`src/fpu_exc_params.svh`:
```
// constants for the numeric exception block
`ifndef FPU_EXC_PARAMS_SVH
`define FPU_EXC_PARAMS_SVH
`define REG_STATUS_OFF     12'h000
`define REG_CONTROL_OFF    12'h004
`define REG_RESULT_LO_OFF  12'h008
`define REG_RESULT_HI_OFF  12'h00c
`define REG_ACTION_OFF     12'h010
`define BIT_ZERO           2
`define BIT_OVER           3
`define BIT_UNDER          4
`define BIT_INEXACT        5
`define BIT_ROUND_UP       9
`define STATUS_RESET       16'h0000
`define CONTROL_RESET      16'h003f
`define STATUS_SW_MASK     16'h023c
`define EXP_BIAS_ADJ       15'h6000
`define EXP_ALL_ONES       15'h7fff
`define RC_NEAREST         2'h0
`define RC_DOWN            2'h1
`define RC_UP              2'h2
`define RC_ZERO            2'h3
`define RC_LSB             10
`define RC_MSB             11
`endif

```
`src/fpu_exc_pkg.sv`:
```
// types shared by the numeric exception block
package fpu_exc_pkg;
   // operation classes reported by the datapath
   typedef enum logic [2:0] {
      op_other,
      op_divide,
      op_log2_multiply,
      op_exponent_extract,
      op_scale,
      op_store_float,
      op_store_int
   } op_class_t;
   // one extended value: sign, exponent, significand
   typedef struct packed {
      logic        sign;
      logic [14:0] exp;
      logic [63:0] sig;
   } ext_val_t;
   // condition report from the datapath for one instruction
   typedef struct packed {
      op_class_t op;
      logic      mem_dest;
      logic      dividend_nonzero;
      logic      divisor_zero;
      logic      overflow;
      logic      underflow;
      logic      overflow_again;
      logic      underflow_again;
      logic      inexact;
      logic      rounded_up;
      logic      src_sign;
      logic      other_sign;
      ext_val_t  result;
   } exc_req_t;
   // decision returned to datapath and dispatch
   typedef struct packed {
      logic     write_dest;
      logic     write_next;
      logic     handler_req;
      logic     keep_state;
      ext_val_t dest_val;
      ext_val_t next_val;
   } exc_rsp_t;
endpackage : fpu_exc_pkg

```
`src/fpu_numeric_exception_logic.sv`:
```
// numeric exception logic: detection, flags, masked results, handler request
// Function
// RL1: flag divide of finite nonzero by zero
// RL2: zero-divide flag and mask at bit 2
// RL3: only divides, log2 and extract report it
// RL4: zero-divide: flag; default or handler, state kept
// RL5: masked divide gives infinity, xor sign
// RL6: masked log2 gives infinity, opposite sign
// RL7: masked extract: next minus infinity, top signed zero
// RL8: overflow on register or float store only
// RL9: overflow flag and mask at bit 3
// RL10: masked overflow default by rounding control
// RL11: unmasked memory overflow: flag, handler, nothing changes
// RL12: unmasked register overflow: exponent minus 24576
// RL13: scale overflowing again stores signed infinity
// RL14: underflow never on integer stores
// RL15: underflow flag and mask at bit 4
// RL16: unmasked memory underflow: flag, handler, no write
// RL17: unmasked register underflow: exponent plus 24576
// RL18: inexact flag and mask at bit 5
// RL19: plain inexact sets flag and round-up bit
// RL20: inexact with masked over/under: both flags
// RL21: inexact with unmasked register case: both flags
// RL22: unmasked memory over/under: no inexact, clear round-up
// RL23: exception flags stay set until software clears
//
// Added by the designer: the APB register port and the placing of the registers.
`timescale 1ns/100ps
`include "fpu_exc_params.svh"
module fpu_numeric_exception_logic
   import fpu_exc_pkg::*;
#(
   parameter int ADDR_W = 12           // apb address width
)(
   input  wire logic              pclk,     // bus and core clock
   input  wire logic              presetn,  // async reset, active low
   input  wire logic              psel,     // apb select
   input  wire logic              penable,  // apb access phase
   input  wire logic              pwrite,   // apb write
   input  wire logic [ADDR_W-1:0] paddr,    // apb byte address
   input  wire logic [31:0]       pwdata,   // apb write data
   output logic [31:0]            prdata,   // apb read data
   output logic                   pready,   // apb ready
   output logic                   pslverr,  // apb error
   input  wire logic              req_valid,// datapath report strobe
   input  wire exc_req_t          req,      // datapath report
   output logic                   rsp_valid,// decision strobe
   output exc_rsp_t               rsp,      // decision
   output logic                   handler_req // pulse to dispatch
);
   // the register map needs at least five address bits
   if (ADDR_W < 5) begin : g_addr_check
      $error("ADDR_W too small for register map");
   end

   // overview of the flow:
   // - the datapath strobes one report
   // - the report is held for a cycle
   // - defaults settle in that cycle
   // - flags and decision follow
   // - the decision leaves one edge on
   // reports arriving while busy are
   // dropped, so the datapath must
   // leave one idle cycle between
   // them; this keeps the logic flat
   // instead of adding a queue
   //
   // architectural words
   logic [15:0] fpu_status_word;   // sticky flags and round-up bit
   logic [15:0] fpu_control_word;  // masks and rounding control

   // report held one cycle while the default result registers settle
   typedef enum {st_idle, st_decide} stage_t;
   stage_t   stage;           // decision pipeline stage
   exc_req_t held;            // captured report
   ext_val_t zero_val;        // divide-by-zero destination
   ext_val_t zero_next;       // extract second register
   ext_val_t over_val;        // masked overflow default
   ext_val_t last_result;     // last decided destination value for software view
   logic [3:0] last_action;   // last decision summary

   fpu_default_result u_defaults (
      .pclk      (pclk),
      .presetn   (presetn),
      .req       (req),
      .rc        (fpu_control_word[`RC_MSB:`RC_LSB]),
      .zero_val  (zero_val),
      .zero_next (zero_next),
      .over_val  (over_val)
   );

   // detection works on the held copy
   // only, never on the live report,
   // because the live bus may already
   // carry the next instruction
   // precedence between events:
   // - divide-by-zero first
   // - then overflow
   // - then underflow
   // inexact rides along with the last
   // two but never with divide-by-zero
   //
   // condition decode on the held report
   logic divider_op;   // op may report divide-by-zero
   logic zero_ev;      // divide-by-zero event
   logic over_ev;      // overflow event
   logic under_ev;     // underflow event
   logic prec_ev;      // inexact event as reported
   logic m_zero, m_over, m_under, m_prec;
   always_comb begin
      divider_op = (held.op == op_divide) ||
                   (held.op == op_log2_multiply) ||
                   (held.op == op_exponent_extract); // RL3
      zero_ev  = divider_op && held.divisor_zero &&
                 held.dividend_nonzero; // RL1
      // integer stores never see these two; invalid is handled elsewhere
      over_ev  = !zero_ev && held.overflow &&
                 (held.op != op_store_int); // RL8
      under_ev = !zero_ev && !over_ev && held.underflow &&
                 (held.op != op_store_int); // RL14
      prec_ev  = !zero_ev && held.inexact;
      m_zero   = fpu_control_word[`BIT_ZERO];    // RL2
      m_over   = fpu_control_word[`BIT_OVER];    // RL9
      m_under  = fpu_control_word[`BIT_UNDER];   // RL15
      m_prec   = fpu_control_word[`BIT_INEXACT]; // RL18
   end

   // three outcomes are possible:
   // - masked: store a default value
   // - unmasked to memory: trap with
   //   nothing written to memory or stack
   // - unmasked to register: store a
   //   re-biased value, then trap
   // the round-up bit follows the
   // rounding only where it is kept;
   // a memory trap always clears it
   //
   // decision: which flags, which result, whether to trap
   logic     unm_mem;     // unmasked over/under to memory
   logic     unm_reg;     // unmasked over/under to register
   logic     set_zero, set_over, set_under, set_prec;
   logic     next_trap;   // handler request
   logic     next_wr;     // destination write
   logic     next_wr2;    // second register write
   logic     next_c1_set; // drive round-up bit
   logic     next_c1;     // round-up bit value
   ext_val_t next_dest;   // destination value
   always_comb begin
      unm_mem   = held.mem_dest && ((over_ev && !m_over) ||
                                    (under_ev && !m_under));
      unm_reg   = !held.mem_dest && ((over_ev && !m_over) ||
                                     (under_ev && !m_under));
      set_zero  = zero_ev;  // RL4
      set_over  = over_ev;  // RL11
      set_under = under_ev; // RL16
      set_prec  = prec_ev && !unm_mem; // RL22
      next_trap = 1'b0;
      next_wr   = 1'b1;
      next_wr2  = 1'b0;
      next_c1_set = 1'b0;
      next_c1   = 1'b0;
      next_dest = held.result;
      if (zero_ev) begin
         if (m_zero) begin
            next_dest = zero_val; // RL4
            next_wr2  = (held.op == op_exponent_extract); // RL7
         end else begin
            next_wr   = 1'b0; // RL4
            next_trap = 1'b1;
         end
      end else if (unm_mem) begin
         // memory untouched, stack kept, round-up cleared
         next_wr     = 1'b0; // RL11 RL16
         next_trap   = 1'b1;
         next_c1_set = 1'b1;
         next_c1     = 1'b0; // RL22
      end else if (unm_reg) begin
         next_c1_set = 1'b1;
         next_c1     = held.rounded_up;
         next_trap   = 1'b1; // RL21
         if (over_ev) begin
            if (held.op == op_scale && held.overflow_again)
               next_dest = '{sign: held.result.sign,
                             exp: `EXP_ALL_ONES,
                             sig: 64'h8000000000000000}; // RL13
            else
               next_dest.exp = held.result.exp - `EXP_BIAS_ADJ; // RL12
         end else begin
            if (held.op == op_scale && held.underflow_again)
               next_dest = '{sign: held.result.sign, exp: 15'h0000,
                             sig: 64'h0}; // RL17
            else
               next_dest.exp = held.result.exp + `EXP_BIAS_ADJ; // RL17
         end
      end else begin
         if (over_ev)
            next_dest = over_val; // RL10
         // masked under: datapath already delivered the denormal result
         if (prec_ev) begin
            next_c1_set = 1'b1;
            next_c1     = held.rounded_up; // RL19
            if (!m_prec)
               next_trap = 1'b1; // RL19 RL20
         end
      end
   end

   // writes commit on the access edge
   // only; the setup cycle is used by
   // the read path to fetch data early
   // so that no wait state is needed
   //
   // apb decode
   logic acc;        // access phase of a transfer
   logic wr_status;  // software write to status
   logic wr_control; // software write to control
   always_comb begin
      acc        = psel && penable;
      wr_status  = acc && pwrite && (paddr == `REG_STATUS_OFF);
      wr_control = acc && pwrite && (paddr == `REG_CONTROL_OFF);
   end

   // report capture and two-step pipeline
   always_ff @(posedge pclk or negedge presetn) begin
      if (!presetn) begin
         stage <= st_idle;
         held  <= '0;
      end else begin
         case (stage)
            st_idle: begin
               if (req_valid) begin
                  held  <= req;
                  stage <= st_decide;
               end
            end
            st_decide: stage <= st_idle;
            default:   stage <= st_idle;
         endcase
      end
   end

   // flags are sticky: software clears
   // them by writing zero, hardware only
   // ever sets them; if both land in one
   // cycle the set survives so no event
   // can be lost to a racing clear
   //
   // status word: hardware set wins over a software clear
   always_ff @(posedge pclk or negedge presetn) begin
      if (!presetn) begin
         fpu_status_word <= `STATUS_RESET;
      end else begin
         logic [15:0] nxt;
         nxt = fpu_status_word;
         if (wr_status)
            nxt = (nxt & ~`STATUS_SW_MASK) |
                  (pwdata[15:0] & `STATUS_SW_MASK);
         if (stage == st_decide) begin
            if (set_zero)  nxt[`BIT_ZERO]    = 1'b1; // RL23
            if (set_over)  nxt[`BIT_OVER]    = 1'b1; // RL23
            if (set_under) nxt[`BIT_UNDER]   = 1'b1; // RL23
            if (set_prec)  nxt[`BIT_INEXACT] = 1'b1; // RL20 RL23
            if (next_c1_set) nxt[`BIT_ROUND_UP] = next_c1;
         end
         fpu_status_word <= nxt;
      end
   end

   // control word written only by software
   always_ff @(posedge pclk or negedge presetn) begin
      if (!presetn)
         fpu_control_word <= `CONTROL_RESET;
      else if (wr_control)
         fpu_control_word <= pwdata[15:0];
   end

   // the decision fields hold until the
   // next one, so a slow consumer may
   // read them after the strobe is gone
   //
   // decision outputs, one-cycle strobes
   always_ff @(posedge pclk or negedge presetn) begin
      if (!presetn) begin
         rsp_valid   <= 1'b0;
         rsp         <= '0;
         handler_req <= 1'b0;
         last_result <= '0;
         last_action <= 4'h0;
      end else begin
         rsp_valid   <= (stage == st_decide);
         handler_req <= (stage == st_decide) && next_trap;
         if (stage == st_decide) begin
            rsp.write_dest  <= next_wr;
            rsp.write_next  <= next_wr2;
            rsp.handler_req <= next_trap;
            rsp.keep_state  <= next_trap && !next_wr; // RL4 RL11
            rsp.dest_val    <= next_dest;
            rsp.next_val    <= zero_next;
            last_result     <= next_dest;
            last_action     <= {next_trap, next_wr, next_wr2,
                                next_c1};
         end
      end
   end

   // read data come from a register set
   // in the setup cycle; a flag set by
   // the same edge shows on later reads
   //
   // apb slave: zero wait, unmapped reads zero with error
   always_ff @(posedge pclk or negedge presetn) begin
      if (!presetn) begin
         prdata  <= 32'h00000000;
         pready  <= 1'b0;
         pslverr <= 1'b0;
      end else begin
         pready  <= psel && !penable;
         pslverr <= 1'b0;
         prdata  <= 32'h00000000;
         if (psel && !penable) begin
            case (paddr)
               `REG_STATUS_OFF:    prdata <= {16'h0000, fpu_status_word};
               `REG_CONTROL_OFF:   prdata <= {16'h0000, fpu_control_word};
               `REG_RESULT_LO_OFF: prdata <= last_result.sig[31:0];
               `REG_RESULT_HI_OFF: prdata <= last_result.sig[63:32];
               `REG_ACTION_OFF:    prdata <= {12'h000, last_action,
                                              last_result.sign,
                                              last_result.exp};
               default:            pslverr <= 1'b1;
            endcase
         end
      end
   end
endmodule : fpu_numeric_exception_logic

```
`src/fpu_default_result.sv`:
```
// masked default results for divide-by-zero and overflow
`timescale 1ns/100ps
`include "fpu_exc_params.svh"
module fpu_default_result
   import fpu_exc_pkg::*;
(
   input  wire logic      pclk,       // bus clock
   input  wire logic      presetn,    // async reset, active low
   input  wire exc_req_t  req,        // condition report
   input  wire logic [1:0] rc,        // rounding control
   output ext_val_t       zero_val,   // registered divide-by-zero value
   output ext_val_t       zero_next,  // registered second stack value
   output ext_val_t       over_val    // registered masked overflow value
);
   // infinity and largest finite patterns
   function automatic ext_val_t inf_of(input logic s);
      inf_of = '{sign: s, exp: `EXP_ALL_ONES, sig: 64'h8000000000000000};
   endfunction : inf_of
   function automatic ext_val_t max_of(input logic s);
      max_of = '{sign: s, exp: 15'h7ffe, sig: 64'hffffffffffffffff};
   endfunction : max_of

   // registered results keep combinational depth off the caller's path
   always_ff @(posedge pclk or negedge presetn) begin
      if (!presetn) begin
         zero_val  <= '0;
         zero_next <= '0;
         over_val  <= '0;
      end else begin
         case (req.op)
            op_log2_multiply: begin
               zero_val <= inf_of(~req.src_sign); // RL6
            end
            op_exponent_extract: begin
               zero_val <= '{sign: req.src_sign, exp: 15'h0000,
                             sig: 64'h0}; // RL7
            end
            default: begin
               zero_val <= inf_of(req.src_sign ^ req.other_sign); // RL5
            end
         endcase
         zero_next <= inf_of(1'b1); // RL7
         // overflow default follows rounding direction and sign
         case (rc)
            `RC_NEAREST: over_val <= inf_of(req.result.sign); // RL10
            `RC_DOWN:    over_val <= req.result.sign ? inf_of(1'b1)
                                                     : max_of(1'b0);
            `RC_UP:      over_val <= req.result.sign ? max_of(1'b1)
                                                     : inf_of(1'b0);
            default:     over_val <= max_of(req.result.sign);
         endcase
      end
   end
endmodule : fpu_default_result

```
`config.mk`:
```
export PLATFORM = sky130hd
export DESIGN_NAME = fpu_numeric_exception_logic
export DESIGN_NICKNAME = d
export VERILOG_FILES = /design/src/fpu_exc_pkg.sv /design/src/fpu_numeric_exception_logic.sv /design/src/fpu_default_result.sv
export VERILOG_INCLUDE_DIRS = /design/src
export SDC_FILE = /design/constraint.sdc
export NUM_CORES = 1
export LEC_CHECK = 0
export BUFFER_PORTS_ARGS = -buffer_cell sky130_fd_sc_hd__clkbuf_2
export CORE_UTILIZATION = 35
export CTS_CLUSTER_DIAMETER = 100
export DETAILED_ROUTE_END_ITERATION = 12
export SLEW_MARGIN = 20
export SYNTH_ARGS = -nofsm -noshare
export SYNTH_HDL_FRONTEND = slang
export SYNTH_SLANG_ARGS = --single-unit
```
`constraint.sdc`:
```
create_clock -name pclk -period 4.9 [get_ports pclk]
set_input_delay 0.735 -clock pclk [delete_from_list [all_inputs] [get_ports pclk]]
set_output_delay 0.735 -clock pclk [all_outputs]
set_load 0.03 [all_outputs]
```
==> impl_results.rst <==
.. list-table::
   :header-rows: 1

   * - Metric
     - Value
   * - Final Net Count
     - 1202
   * - Comb pwr share
     - 25.0%
   * - Starting DRT DRC Count
     - 623
   * - Distinct cells, synth
     - 58
   * - Top-area cell type share of the netlist area
     - 55.6%
   * - Cell with the largest stage delay on the worst path
     - sky130_fd_sc_hd__a32o_2
   * - Number of flip-flops and latches in the synthesized netlist
     - 242
   * - Clock Sinks
     - 242
   * - Library cell occupying the most area in the post-synthesis netlist
     - sky130_fd_sc_hd__dfrtp_1
   * - Seq pwr share
     - 41.4%
   * - DRC errors left
     - 0
   * - Mapped Area
     - 10600 µm²
   * - Class of the most critical setup path
     - flop to flop
   * - Detailed-router iteration count before antenna repair
     - 6
   * - Peak Freq
     - 338 MHz
   * - Power density over cell area
     - 497 nW/µm²
   * - Max clock buf depth
     - 3
   * - Final wirelength
     - 30500 µm
   * - Master cell of the clock root buffer
     - sky130_fd_sc_hd__clkbuf_16
   * - Resized cells post-CTS
     - 0
   * - Area contributors post-synth
     - sky130_fd_sc_hd__dfrtp_1, sky130_fd_sc_hd__mux2_2, sky130_fd_sc_hd__a221o_1
   * - DP Wirelength
     - 20700 µm
   * - Synth Flop Type
     - sky130_fd_sc_hd__dfrtp_1
   * - Required time of the critical path
     - 5.32 ns
   * - Async S/R FF share, synth
     - 100%
   * - Post-synthesis sequential area ratio
     - 57.1%
   * - Number of synthesized flops with an enable pin
     - 0
   * - Final critical-path share of the clock period
     - 60.4%
   * - DR vias
     - 7627
   * - Minimum period implied by the final worst setup slack
     - 2.96 ns
   * - FP Rows
     - 63
   * - Count of filler cells inserted in the layout
     - 2815
   * - Data arrival time of the critical path
     - 3.38 ns
   * - Layout cell share with drive strength beyond 1
     - 43.1%
   * - Post-route insts no fill
     - 1470
   * - Worst Tran Pin Value
     - 1.04 ns
   * - Switching share of total power
     - 34.0%
   * - Clock tree skew after final layout
     - 0.00922 ns
   * - GR Overflow Total
     - 0
   * - Largest fanout on the critical path
     - 34
   * - First-pass GRT wire length
     - 46600 µm
   * - Post-CTS setup repair buffer count
     - 0
   * - Most frequent cell after synthesis
     - sky130_fd_sc_hd__dfrtp_1
   * - Initial antenna violation count
     - 1
   * - Full die area
     - 31000 µm²
   * - Total of endpoints with negative setup slack in the final report
     - 0
   * - Critical path cell sequence
     - and2_1 -> o311ai_1 -> nand2_1 -> a32o_2 -> buf_12 -> a221o_1
   * - Critical Path Sink Type
     - flop
   * - Rel. slew slack
     - 30.6%
   * - Drt wl/cell
     - 20.7 µm
   * - Remaining antenna violation count
     - 0
   * - Y dimension of the die
     - 176 µm
   * - Total count of max-transition violations in the final report
     - 0
   * - Placed insts
     - 1418
   * - Via count of the first global-routing pass
     - 7639
   * - Inserted Clock Buffers
     - 28
   * - Hold Path Class
     - primary input to asynchronous set/reset pin
   * - X dimension of the die
     - 176 µm
   * - IO Pins
     - 344
   * - P_sw
     - 2.18 mW
   * - Count of input and output buffers
     - 264
   * - List of most frequent post-synthesis cells
     - sky130_fd_sc_hd__dfrtp_1, sky130_fd_sc_hd__mux2_2, sky130_fd_sc_hd__buf_4
   * - TritonCTS clock tree
     - built
   * - Antenna diode instance count
     - 0
   * - Largest net degree at the start of global routing
     - 105
   * - Setup repair after global routing missed its margin
     - no
   * - CTS H-Tree Depth
     - 1
   * - Relative area change from synthesis to final layout
     - 21.5%
   * - Clk pin slew, worst setup/hold paths
     - 0.06 ns
   * - GRT Util Overall
     - 19.7%
   * - Internal Dissipation
     - 4.23 mW
   * - P_leak
     - 6.12 nW
   * - Synthesized area divided by synthesized cell count
     - 12.8 µm²
   * - Initial core utilization
     - 35.7%
   * - Vias/cell
     - 5.19
   * - Outcome
     - complete, no violations
   * - Instance count of the mapped netlist
     - 830
   * - Final sum of negative setup slack
     - 0 ns
   * - Part of the total power dissipated in the clock network
     - 33.6%
   * - Number of warnings issued by yosys
     - 0
   * - Final GP Congestion
     - 0.911
   * - Core ar.
     - 29700 µm²
   * - Clock Latency Late Sink
     - 0.54 ns
   * - Total count of hold-check failures in the final report
     - 0
   * - Startpoint type of the worst setup path
     - flop
   * - Critical path's largest stage delay
     - 0.63 ns
   * - Max VDD drop
     - 0.268 mV
   * - Hold-fix buffers, CTS
     - 0
   * - Number of max-capacitance violations reported
     - 0
path summary, 6_finish.rpt:
| path | start | endpoint | cells past startpoint | slack [ns] |
|---|---|---|---|---|
| min reg2reg | held[34] | last_result[34] | 1 | 0.49 |
| max reg2reg | held[93] | last_result[44] | 6 | 1.94 |
| max | held[93] | last_result[44] | 6 | 1.94 |
| min in group pclk | req[81] | u_defaults.zero_val[79] | 2 | 0.38 |
| min | presetn | held[78] | 1 | 0.27 |
| max in group asynchronous | presetn | prdata[1] | 2 | 3.47 |
state kept, by name, indices dropped and copies added, names as in the netlist:
| register | cells |
|---|---|
| fpu_status_word | 5 |
| pslverr | 1 |
| last_action | 3 |
| fpu_control_word | 16 |
| u_defaults.over_val | 4 |
| handler_req | 1 |
| last_result | 80 |
| u_defaults.zero_val | 2 |
| stage | 1 |
| prdata | 32 |
| pready | 1 |
| rsp_valid | 1 |
| held | 92 |
| rsp | 3 |
metrics by stage:
| stage | hold slack [ns] | power, mW | worst slack (ns) | area, µm² | utilization, % |
|---|---|---|---|---|---|
| finish | 0.265 | 6.41 | 1.94 | 12900 | 43.4 |
| floorplan | 0.352 | 3.78 | 2.55 | 10900 | - |
| global placement | 0.480 | 4.29 | 1.74 | 11900 | 40.2 |
| detailed placement | 0.487 | 4.32 | 1.72 | 11900 | 40.2 |
| global route | 0.325 | 6.72 | 1.71 | 12900 | 43.4 |
| CTS | 0.280 | 6.50 | 1.96 | 12900 | 43.4 |
critical path, delay by kind of cell, from the launching register on:
kind	cells	cell delay, ns
AND/OR/NAND/NOR	2	0.64
flip-flops	1	0.52
AO/OA/AOI/OAI	3	1.35
buffers and inverters	1	0.28
power groups by stage:
| stage | Sequential, mW | Combinational [mW] | Clock, mW |
|---|---|---|---|
| final | 2.65 | 1.61 | 2.15 |
| after global routing | 2.71 | 1.72 | 2.29 |
| after CTS | 2.66 | 1.63 | 2.21 |
| after detailed placement | 2.69 | 1.63 | 0 |
| after global placement | 2.68 | 1.61 | 0 |
| after floorplan | 3.00 | 0.777 | 0 |
per-layer routing:
layer | track usage, % | routed length (µm) | vias up
li1 | - | - | 3383
met1 | 27.0 | 13200 | 3831
met2 | 30.2 | 13900 | 345
met3 | 4.72 | 2310 | 66
met4 | 7.10 | 1060 | 2
met5 | 0 | 16 | -
cells in the final DEF (no fill, tap or decap), types with 7 or more instances in the layout:
cell / instances
sky130_fd_sc_hd__a221o_1: 64
sky130_fd_sc_hd__mux2_2: 128
sky130_fd_sc_hd__o21ai_0: 9
sky130_fd_sc_hd__a211oi_1: 15
sky130_fd_sc_hd__nand2_1: 24
sky130_fd_sc_hd__inv_1: 8
sky130_fd_sc_hd__a222oi_1: 11
sky130_fd_sc_hd__a21oi_1: 18
sky130_fd_sc_hd__nor2_1: 51
sky130_fd_sc_hd__nor3_1: 7
sky130_fd_sc_hd__buf_4: 13
sky130_fd_sc_hd__a22oi_1: 14
sky130_fd_sc_hd__clkbuf_2: 263
sky130_fd_sc_hd__mux2i_1: 18
sky130_fd_sc_hd__dfrtp_1: 236
sky130_fd_sc_hd__clkbuf_16: 29
sky130_fd_sc_hd__clkbuf_1: 8
sky130_fd_sc_hd__conb_1: 64
cell type report:
cell class,instances,area [µm²],share of cell area [%]
Tap cell,390,488,3.78
Clock buffer,42,825,6.39
Sequential cell,242,6060,47.0
Clock inverter,10,136,1.06
Timing Repair Buffer,279,1470,11.4
Multi-Input combinational cell,498,3880,30.1
Inverter,9,33.8,0.262
logic make-up (layout without fill, tap and decap cells):
group / count (synthesis) / count (layout) / share of synthesized area, %
AOI/OAI and AO/OA: 165 / 165 / 13.0
xor gates and xnor gates: 2 / 2 / 0.165
buffers and inverters: 152 / 340 / 8.80
DFF: 242 / 242 / 57.1
muxes: 146 / 146 / 15.3
other: 2 / 64 / 0.0707
and+or+nand+nor: 121 / 121 / 5.57
Power figures use the tool's default switching activity.
